File: src/scd_pkg.sv
// Package of constants and types for the command and clock-enable decoder
package scd_pkg;
  // Command codes put out by the decoder
  typedef enum logic [3:0] {
    SCD_CMD_NONE = 4'h0,
    SCD_CMD_MRW = 4'h1,
    SCD_CMD_REF = 4'h2,
    SCD_CMD_PRE = 4'h3,
    SCD_CMD_PRE_ALL = 4'h4,
    SCD_CMD_OPEN = 4'h5,
    SCD_CMD_WR = 4'h6,
    SCD_CMD_RD = 4'h7,
    SCD_CMD_ZQL = 4'h8,
    SCD_CMD_ZQS = 4'h9,
    SCD_CMD_SR_IN = 4'ha,
    SCD_CMD_SR_OUT = 4'hb,
    SCD_CMD_PD_IN = 4'hc,
    SCD_CMD_PD_OUT = 4'hd
  } scd_cmd_t;
  // Power state, Gray coded along idle, power-down, self-refresh
  typedef enum logic [1:0] {
    SCD_ST_RUN = 2'h0,
    SCD_ST_PD = 2'h1,
    SCD_ST_SR = 2'h3
  } scd_pwr_t;
  // Bit positions inside the address bus
  localparam int SCD_PRE_SEL_POS = 10;
  localparam int SCD_CHOP_SEL_POS = 12;
  // Burst beats on the command clock (eight beats, double rate)
  localparam logic [2:0] SCD_BURST_CYC_FULL = 3'h4;
  localparam logic [2:0] SCD_BURST_CYC_CHOP = 3'h2;
  // Reset values
  localparam logic [7:0] SCD_BANKS_RST = 8'h00;
  // Pin stages: strobes high, clock enable low
  localparam logic [4:0] SCD_PINS_RST = 5'h1e;
  localparam logic [2:0] SCD_BURST_RST = 3'h0;
endpackage

File: src/scd_cmd_if.sv
// Interface carrying the strobes sampled at one clock edge
`timescale 1ns/1ps
interface scd_cmd_if;
  logic cs_n;
  logic ras_n;
  logic cas_n;
  logic we_n;
  logic cke;
  logic cke_prev;
  modport src (output cs_n, ras_n, cas_n, we_n, cke, cke_prev);
  modport dst (input cs_n, ras_n, cas_n, we_n, cke, cke_prev);
endinterface

File: src/scd_decoder.sv
// Command and clock-enable state decoder of the memory device
`timescale 1ns/1ps
module scd_decoder #(
  parameter int BANK_W = 3,
  parameter int ROW_W = 16,
  parameter int COL_W = 10,
  parameter int ADDR_W = 16
) (
  input wire logic clk,
  input wire logic reset_n,
  input wire logic cs_n,
  input wire logic ras_n,
  input wire logic cas_n,
  input wire logic we_n,
  input wire logic cke,
  input wire logic termination_control,
  input wire logic [BANK_W-1:0] bank_addr,
  input wire logic [ADDR_W-1:0] addr,
  input wire logic on_the_fly_select,
  input wire logic fixed_chop_four,
  output logic cmd_valid,
  output scd_pkg::scd_cmd_t cmd_code,
  output logic [BANK_W-1:0] cmd_bank,
  output logic [ROW_W-1:0] row_address,
  output logic [COL_W-1:0] column_address,
  output logic [ADDR_W-1:0] mode_operand,
  output logic [1:0] mode_register_sel,
  output logic chop_four_burst,
  output logic autoclose,
  output logic burst_busy,
  output logic [(1<<BANK_W)-1:0] bank_open,
  output scd_pkg::scd_pwr_t power_state,
  output logic device_idle
);
  localparam int NB = 1 << BANK_W;
  scd_cmd_if smp ();

  // Synchronised strobes, clock enable and its previous level
  scd_sampler u_smp (
    .clk(clk),
    .reset_n(reset_n),
    .pins({cs_n, ras_n, cas_n, we_n, cke}),
    .smp(smp)
  );

  typedef struct packed {
    // Address passes the same two stages to stay aligned with strobes
    logic [BANK_W-1:0] ba1;
    logic [BANK_W-1:0] ba2;
    logic [ADDR_W-1:0] ad1;
    logic [ADDR_W-1:0] ad2;
    logic valid;
    scd_pkg::scd_cmd_t code;
    logic [BANK_W-1:0] bank;
    logic [ROW_W-1:0] row;
    logic [COL_W-1:0] col;
    logic [ADDR_W-1:0] op;
    logic [1:0] mreg;
    logic chop;
    logic ap;
    logic [2:0] burst;
    logic busy;
    logic [NB-1:0] open;
    scd_pkg::scd_pwr_t pwr;
    logic idle;
  } scd_st_t;
  scd_st_t q, d;

  logic hh, quiet_cmd, fall, rise, sel;
  logic [2:0] strobes;
  logic close_sel;
  logic [BANK_W-1:0] bank_s2;
  logic [ADDR_W-1:0] addr_s2;

  // Address as seen at the same edge as the strobes
  assign bank_s2 = q.ba2;
  assign addr_s2 = q.ad2;

  // Termination control is deliberately left unread
  always_comb begin
    strobes = {smp.ras_n, smp.cas_n, smp.we_n};
    sel = !smp.cs_n;
    close_sel = addr_s2[scd_pkg::SCD_PRE_SEL_POS];
    hh = smp.cke_prev && smp.cke;
    fall = smp.cke_prev && !smp.cke;
    rise = !smp.cke_prev && smp.cke;
    quiet_cmd = !sel || strobes == 3'b111;
  end

  // Decode and state update; pins use sampled levels, chop mode inputs are read directly
  always_comb begin
    d = q;
    d.valid = 1'b0;
    d.code = scd_pkg::SCD_CMD_NONE;
    // Address pins pass two stages; nothing reads the first
    d.ba1 = bank_addr;
    d.ba2 = q.ba1;
    d.ad1 = addr;
    d.ad2 = q.ad1;
    // Burst countdown; nothing can shorten it
    if (q.burst != 3'h0) begin
      d.burst = q.burst - 3'h1;
    end
    case (q.pwr)
      scd_pkg::SCD_ST_RUN: begin
        if (hh && sel) begin
          d.valid = 1'b1;
          d.bank = bank_s2;
          case (strobes)
            3'b000: begin
              d.code = scd_pkg::SCD_CMD_MRW;
              d.mreg = bank_s2[1:0];
              d.op = addr_s2;
            end
            3'b001: d.code = scd_pkg::SCD_CMD_REF;
            3'b010: begin
              if (close_sel) begin
                d.code = scd_pkg::SCD_CMD_PRE_ALL;
                d.open = '0;
              end else begin
                d.code = scd_pkg::SCD_CMD_PRE;
                d.open[bank_s2] = 1'b0;
              end
            end
            3'b011: begin
              d.code = scd_pkg::SCD_CMD_OPEN;
              d.row = addr_s2[ROW_W-1:0];
              d.open[bank_s2] = 1'b1;
            end
            3'b100, 3'b101: begin
              d.code = strobes[0] ? scd_pkg::SCD_CMD_RD :
                scd_pkg::SCD_CMD_WR;
              d.col = addr_s2[COL_W-1:0];
              d.ap = close_sel;
              d.chop = on_the_fly_select ?
                !addr_s2[scd_pkg::SCD_CHOP_SEL_POS] : fixed_chop_four;
              if (q.burst == 3'h0) begin
                d.burst = d.chop ? scd_pkg::SCD_BURST_CYC_CHOP :
                  scd_pkg::SCD_BURST_CYC_FULL;
              end
              // Autoclose frees the bank at once, not at burst end
              if (close_sel) begin
                d.open[bank_s2] = 1'b0;
              end
            end
            3'b110: d.code = close_sel ? scd_pkg::SCD_CMD_ZQL :
              scd_pkg::SCD_CMD_ZQS;
            default: d.valid = 1'b0;
          endcase
        end else if (fall && sel && strobes == 3'b001 &&
                     q.idle) begin
          d.valid = 1'b1;
          d.code = scd_pkg::SCD_CMD_SR_IN;
          d.pwr = scd_pkg::SCD_ST_SR;
        end else if (fall && quiet_cmd) begin
          d.valid = 1'b1;
          d.code = scd_pkg::SCD_CMD_PD_IN;
          d.pwr = scd_pkg::SCD_ST_PD;
        end
      end
      scd_pkg::SCD_ST_PD: begin
        if (rise && quiet_cmd) begin
          d.valid = 1'b1;
          d.code = scd_pkg::SCD_CMD_PD_OUT;
          d.pwr = scd_pkg::SCD_ST_RUN;
        end
      end
      scd_pkg::SCD_ST_SR: begin
        // Exit needs the rising enable with no-op or deselect, no prior clock
        if (rise && quiet_cmd) begin
          d.valid = 1'b1;
          d.code = scd_pkg::SCD_CMD_SR_OUT;
          d.pwr = scd_pkg::SCD_ST_RUN;
        end
      end
      default: d.pwr = scd_pkg::SCD_ST_RUN;
    endcase
    // Busy kept in a flop so the output needs no gate
    d.busy = d.burst != 3'h0;
    // Idle: all closed, no burst, enable high, running
    d.idle = d.open == '0 && d.burst == 3'h0 && smp.cke &&
      d.pwr == scd_pkg::SCD_ST_RUN;
  end

  // Synchronous reset; clears this state, while the sampler loads strobes high
  always_ff @(posedge clk) begin
    if (!reset_n) begin
      q <= '0;
      q.burst <= scd_pkg::SCD_BURST_RST;
      q.open <= '0;
      q.pwr <= scd_pkg::SCD_ST_RUN;
    end else begin
      q <= d;
    end
  end

  assign cmd_valid = q.valid;
  assign cmd_code = q.code;
  assign cmd_bank = q.bank;
  assign row_address = q.row;
  assign column_address = q.col;
  assign mode_operand = q.op;
  assign mode_register_sel = q.mreg;
  assign chop_four_burst = q.chop;
  assign autoclose = q.ap;
  assign burst_busy = q.busy;
  assign bank_open = q.open;
  assign power_state = q.pwr;
  assign device_idle = q.idle;

  // Power-down leaves only through a rise with no-op or deselect
  a_pd_exit_cause: assert property (
    @(posedge clk) disable iff (!reset_n)
    q.pwr == scd_pkg::SCD_ST_PD && d.pwr == scd_pkg::SCD_ST_RUN
    |-> rise && quiet_cmd) else $error("power-down left wrongly");
  a_lowlow_hold: assert property (
    @(posedge clk) disable iff (!reset_n)
    q.pwr != scd_pkg::SCD_ST_RUN && !smp.cke_prev && !smp.cke
    |=> $stable(q.pwr)) else $error("state moved with enable low");
  a_selfref_entry: assert property (
    @(posedge clk) disable iff (!reset_n)
    q.pwr == scd_pkg::SCD_ST_RUN && fall && sel && strobes == 3'b001
    && q.idle |=> q.pwr == scd_pkg::SCD_ST_SR)
    else $error("no self-refresh entry");
  a_pdown_entry: assert property (
    @(posedge clk) disable iff (!reset_n)
    q.pwr == scd_pkg::SCD_ST_RUN && fall && quiet_cmd
    |=> q.pwr == scd_pkg::SCD_ST_PD && q.code == scd_pkg::SCD_CMD_PD_IN)
    else $error("no power-down entry");
  a_no_op_quiet: assert property (
    @(posedge clk) disable iff (!reset_n)
    hh && quiet_cmd |=> !q.valid) else $error("no-op made command");
  a_burst_runs: assert property (
    @(posedge clk) disable iff (!reset_n)
    q.burst != 3'h0 |=> q.burst == $past(q.burst) - 3'h1)
    else $error("burst cut short");
  a_all_close: assert property (
    @(posedge clk) disable iff (!reset_n)
    q.pwr == scd_pkg::SCD_ST_RUN && hh && sel && strobes == 3'b010
    && close_sel |=> q.open == '0) else $error("all-bank close failed");
  // Select bit is taken from the decode edge, not the next one
  a_zq_kind: assert property (
    @(posedge clk) disable iff (!reset_n)
    q.pwr == scd_pkg::SCD_ST_RUN && hh && sel && strobes == 3'b110
    |=> q.code == ($past(close_sel) ? scd_pkg::SCD_CMD_ZQL :
    scd_pkg::SCD_CMD_ZQS)) else $error("calibration kind wrong");
  a_idle_meaning: assert property (
    @(posedge clk) disable iff (!reset_n)
    q.idle |-> q.open == '0 && q.burst == 3'h0)
    else $error("idle while busy");
endmodule

File: src/scd_sampler.sv
// Two-stage synchroniser for the command strobes plus clock-enable history
`timescale 1ns/1ps
module scd_sampler (
  input wire logic clk,
  input wire logic reset_n,
  input wire logic [4:0] pins,
  scd_cmd_if.src smp
);
  typedef struct packed {
    logic [4:0] s1;
    logic [4:0] s2;
    logic cke_prev;
  } scd_smp_t;
  scd_smp_t q, d;

  // Next stage values; only s2 is read by logic
  always_comb begin
    d = q;
    d.s1 = pins;
    d.s2 = q.s1;
    d.cke_prev = q.s2[0];
  end

  // Strobes idle high, clock enable idle low
  always_ff @(posedge clk) begin
    if (!reset_n) begin
      q <= '{scd_pkg::SCD_PINS_RST, scd_pkg::SCD_PINS_RST, 1'b0};
    end else begin
      q <= d;
    end
  end

  assign smp.cs_n = q.s2[4];
  assign smp.ras_n = q.s2[3];
  assign smp.cas_n = q.s2[2];
  assign smp.we_n = q.s2[1];
  assign smp.cke = q.s2[0];
  assign smp.cke_prev = q.cke_prev;
endmodule

File: config.mk
export PLATFORM = sky130hd
export DESIGN_NAME = scd_decoder
export DESIGN_NICKNAME = d
export VERILOG_FILES = /design/src/scd_pkg.sv /design/src/scd_cmd_if.sv /design/src/scd_decoder.sv /design/src/scd_sampler.sv
export SDC_FILE = /design/constraint.sdc
export NUM_CORES = 1
export LEC_CHECK = 0
export ABC_AREA = 1
export BUFFER_PORTS_ARGS = -buffer_cell sky130_fd_sc_hd__buf_4
export CAP_MARGIN = 25
export CORE_MARGIN = 2
export CORE_UTILIZATION = 30
export CTS_CLUSTER_SIZE = 14
export DETAILED_ROUTE_END_ITERATION = 12
export MAX_ROUTING_LAYER = met4
export SLEW_MARGIN = 20
export SYNTH_ARGS = -nofsm -noshare
export SYNTH_HDL_FRONTEND = slang
export SYNTH_HIERARCHICAL = 1
export SYNTH_SLANG_ARGS = --single-unit
File: constraint.sdc
create_clock -name clk -period 1.5 [get_ports clk]
set_input_delay 0.3 -clock clk [delete_from_list [all_inputs] [get_ports clk]]
set_output_delay 0.3 -clock clk [all_outputs]
set_load 0.05 [all_outputs]
* Word-level counts from Yosys, hierarchy flattened
Index checks and enable logic that the tools add are counted.
Word-level totals: register bits after elaboration 118, latch bits 0, bits in writable memories 0, ROM bits 0, input port bits 29, logic and storage cells 99, memories kept 0
Operators by class: add/subtract/negate cells 1, multipliers 0, divide/modulo/power cells 0, $lt $le $gt $ge 2, equality and inequality tests 9, shift-type cells 0, muxes and demuxes 30, bitwise logic cells 3, reductions and logical operators 33
Operators with widths (number):
- $mux W8 | 4
- $mux W5 | 5
- $pmux W4 S6 | 1
- $pmux W8 S3 | 1
- $mux W3 | 7
- $pmux W5 S3 | 1
- $logic_and A1 B1 Y1 | 13
- $eq A3 B3 Y1 const B | 4
- $logic_not A3 Y1 | 3
- $reduce_and A3 Y1 | 3
- $and A8 B8 Y8 | 1
- $logic_not A8 Y1 | 1
- $mux W2 | 4
- $not A8 Y8 | 1
- $or A8 B8 Y8 | 1
- $reduce_or A7 Y1 | 1
- $eq A3 B2 Y1 const B | 2
- $reduce_bool A3 Y1 | 2
- $mux W1 | 5
- $logic_not A1 Y1 | 4
- $logic_not A2 Y1 | 2
- $lt A3 B4 Y1 const B | 1
- $pmux W2 S2 | 1
- $reduce_or A2 Y1 | 2
- 8 further kinds | 8

* Longest topological paths before layout
depth in word-level cells 14, gate-level depth with buffers 12

* Modules after synthesis
The synthesis kept the hierarchy.
Modules (own cells, without submodules):
- scd_decoder | instances 1, cells an instance 576, area each 4428.0 um^2
- scd_sampler | instances 1, cells an instance 34, area each 319.1 um^2

* Least setup slack after synthesis
OpenSTA, ideal clock, no wires.
path kind register to register, start point register q[12] (netlist bit), end point register q (netlist bit device_idle), setup time 64 ps, arrival 1452 ps, required time 1436 ps, setup slack -16 ps, cell stages (with the launch flop) 12, path buffers 0, cells stage by stage dfxtp_1 inv_1 ha_1 ha_1 inv_1 ha_1 nand2_1 o21ai_1 nand3_1 nor2_1 nand3_1 nor2_1
On the way: longest elaborated chain between the ends 10, elaborated cells between the ends (all ways) 12, classes of those cells add/sub (1); mux (5); reduce/logical (6)
RTL lines:
- from (decl) | line scd_decoder.sv:67 | scd_st_t q, d;
- $sub A3 B1 Y3 or $reduce_bool A3 Y1 (tied branches) | line scd_decoder.sv:102, scd_decoder.sv:101
- $mux W3 | line scd_decoder.sv:101 | if (q.burst != 3'h0) begin
- $mux W3 | line scd_decoder.sv:137 | if (q.burst == 3'h0) begin
- $mux W3 | line scd_decoder.sv:109 | case (strobes)
- $mux W3 | line scd_decoder.sv:106 | if (hh && sel) begin
- $mux W3 (*) | line scd_decoder.sv:104 | case (q.pwr)
- $logic_not A3 Y1 (*) | line scd_decoder.sv:181 | d.idle = d.open == '0 && d.burst == 3'h0 && smp.cke &&
- $logic_and A1 B1 Y1 (*) (3 in a row) | line scd_decoder.sv:181
Every way passes the cells marked *; elsewhere a longest branch is shown, timed or not. A chain may end at the register's enable or synchronous reset.

* Worst setup path after layout
start point register q[13] (netlist bit), end point register q (netlist bit device_idle)
The elaborated chain is that of the path after synthesis.

==> flow_metrics.py <==
metrics = {
    "synth": {
        "syn_area_per_cell_um2": 7.78,
        "ys_seq_area_frac": 0.498,
        "yosysMostFrequentCell": "nand2_1",
        "synth.largest_area_cell": "dfxtp_1",
        "synthCells": 610,
        "yosys_most_used_dff": "dfxtp_1",
        "synth_cell_types": 29,
        "synth_nets": 643,
        "synth.top_cells.by_count": "nand2_1, dfxtp_1, nor2_1",
        "synth_compound_area_frac": 0.0801,
        "yosys.area_share.simple": 0.232,
        "synth_top_family_by_area": "simple AND/OR/NAND/NOR gates",
        "async_flop_share": 0,
        "yosys_register_bits": 118,
        "syn_area_um2": 4750,
        "synth_xor_area_frac": 0.00185,
        "synth.area.mux_share": 0,
        "synthAdderAreaFrac": 0.0105,
        "synth_warnings": 6,
        "synthTopCellsByArea": "dfxtp_1, buf_4, nand2_1",
        "yosysTopAreaCellShare": 0.498,
        "synth_edf_count": 0,
    },
    "grt": {
        "met2_usage": 0.194,
        "grt_usage": 0.139,
        "grt_pass1_vias": 3426,
        "gr-usage-met1": 0.186,
        "antenna_found_initial": 0,
        "grt_busiest_layer": "met2",
        "overflow": 0,
        "grt_pass1_wl_mm": 17.4,
        "grtUsageMet3": 0.0504,
        "grt_max_degree": 68,
    },
    "die": {
        "die_h_um": 130,
        "chipWidth_um": 130,
        "coreArea_um2": 15300,
        "die-area_um2": 16800,
        "rows": 45,
        "ios": 95,
        "start_util": 0.310,
    },
    "sta": {
        "setup_violations": 1,
        "worst_slack_ns": -0.0370,
        "rsz0062_at_grt": "yes",
        "tightestPinTransition_ns": 0.434,
        "maxSlewViolCount": 0,
        "fmax_ghz": 0.651,
        "timing_hold_violations_final": 0,
        "layout_min_cycle_time_ns": 1.54,
        "relSlewSlack": 0.708,
        "fin_crit_sh": 1.02,
        "skew_ns": 0.00761,
        "whs_ns": 0.0691,
    },
    "route": {
        "dr.pass1.iters": 4,
        "drc": 0,
        "drt_iter0_drc": 256,
        "vias_per_cell": 4.11,
        "post_drt_wl_per_cell_um": 11.8,
        "wl_mm": 10.8,
        "dr_total_vias": 3769,
        "postRouteAntennaNets": 0,
    },
    "worst_setup_path": {
        "cp.buffers_inverters": 2,
        "cp-start-kind": "flop",
        "cp_common_cell": "ha_4",
        "cpMaxStageDelayCell": "dfxtp_2",
        "critPathRequiredTime_ns": 1.84,
        "critPathMaxFanout": 5,
        "critical_path.top_delay_family": "adder cells",
        "worstPathArrival_ns": 1.88,
        "crit_chain": "inv_2 > ha_4 > ha_4 > inv_2 > ha_4 > nand2_2 > o21ai_2 > nand3_1 > nor2_2 > nand3_1 > nor2_1",
        "max_stage_delay_ns": 0.32,
        "critPathCaptureType": "flop",
        "critical_path_class": "flop to flop",
    },
    "clock_tree": {
        "cts-buffers-inserted": 17,
        "cts.sinks": 118,
        "clk_latency_ns": 0.40,
        "clockBufferDepth": 2,
        "htreeDepth": 4,
        "cts_hold_buf": 0,
        "cts-root-buf": "clkbuf_16",
        "clk_pin_slew_ns": 0.05,
        "cts_tree": "done",
    },
    "final_layout": {
        "n_antenna_cell": 0,
        "finalNetCount": 731,
        "area_growth_syn_to_layout_pct": 32.3,
        "fin_cells": 918,
        "drive_above_1_share": 0.315,
    },
    "pwr": {
        "peakVddDrop_mv": 0.926,
        "power.density_nw_per_um2": 1250,
        "p_leak_nw": 3.21,
    },
    "status": {
        "violations": "setup timing",
        "status": "finished, violations left",
    },
    "worst_hold_path": {
        "hold_path_class": "primary input to flop",
    },
    "placement": {
        "portBuffers": 93,
        "dp_hpwl_mm": 7.56,
        "dp_cells": 882,
        "place_congestion": 0.850,
    },
    "flow_run": {
        "maxCapViolCount": 0,
    },
}
==> area by class of cell <==
class,count,area [µm²]
clock buffers,24,512
clock inverters,4,45.0
fillers,1576,9040
inverters,76,290
multi-input cells,333,1610
flip-flops and latches,118,2380
well taps,211,264
repair buffers,152,1180
==> layout by cell type (no fill, tap or decap), types with 5 or more instances in the layout <==
cell type,n
buf_4,147
dfxtp_1,110
nand2_2,7
nor3_1,6
nand2_1,115
nand3_1,19
clkbuf_16,17
dfxtp_2,6
o21ai_0,34
nor2_4,5
clkbuf_8,6
o21ai_1,7
inv_2,8
nor2_2,5
nand4_1,10
inv_1,65
nor2_1,80
a21oi_1,27
==> timing repair <==
action | CTS | global route
endpoints found under the setup margin | 19 | 38
gates resized for setup | 18 | 17
pin swaps | 10 | 11
setup buffers | 4 | 5
==> metrics by stage <==
step                       util  worst slack (ns)  TNS, ns  area, µm²  power [mW]
after floorplan               -            0.0248        0       4750        3.72
after global placement    0.363            -0.120   -0.990       5560        4.01
after detailed placement  0.363            -0.177    -1.46       5560        4.02
after CTS                 0.405           -0.0676   -0.134       6210        7.96
after global routing      0.410            -0.129   -0.143       6280        8.24
final                     0.410           -0.0370  -0.0370       6280        7.87
==> worst register-to-register path, delay by kind of cell (launching register included) <==
family                   cells  cell delay (ns)
flip-flops                   1             0.32
AO/OA/AOI/OAI                1             0.06
adder cells (fa/ha/maj)      3             0.54
buffers and inverters        2             0.11
AND/OR/NAND/NOR              5             0.44
==> sequential cells by signal, indices dropped and copies added, names as in the netlist, 2 cells and up <==
| signal | cells |
|---|---|
| bank_open | 8 |
| d | 19 |
| bank_s2 | 3 |
| column_address | 10 |
| cmd_bank | 3 |
| q | 3 |
| cmd_code | 4 |
| power_state | 2 |
| mode_operand | 16 |
| addr_s2 | 16 |
| u_smp/d | 5 |
| mode_register_sel | 2 |
| row_address | 16 |
==> logic make-up after synthesis <==
| family | count (synthesis) |
|---|---|
| DFF | 118 |
| xor gates and xnor gates | 1 |
| buffers and inverters | 159 |
| and+or+nand+nor | 254 |
| adders and majority gates | 4 |
| AOI/OAI and AO/OA | 74 |
==> worst paths after layout <==
path	startpoint	end	slack, ns	depth (start not counted)
setup / recovery	q[13]	device_idle	-0.04	11
hold / removal	we_n	u_smp/d[2]	0.07	3
setup reg to reg	q[13]	device_idle	-0.04	11
hold reg to reg	u_smp/d[4]	u_smp/smp.ras_n	0.40	2
==> power breakdown <==
part,internal [mW],total (mW),switching [mW]
Sequential,3.24,3.29,0.0552
Clock,2.49,3.78,1.29
Combinational,0.388,0.797,0.409
Total,6.12,7.87,1.75
==> per-layer routing <==
metal / routed length, µm / vias up
met5: 0 / -
met4: 161 / 0
met3: 662 / 13
met2: 4660 / 92
met1: 5350 / 1664
li1: - / 2000
Power figures use the tool's default switching activity.
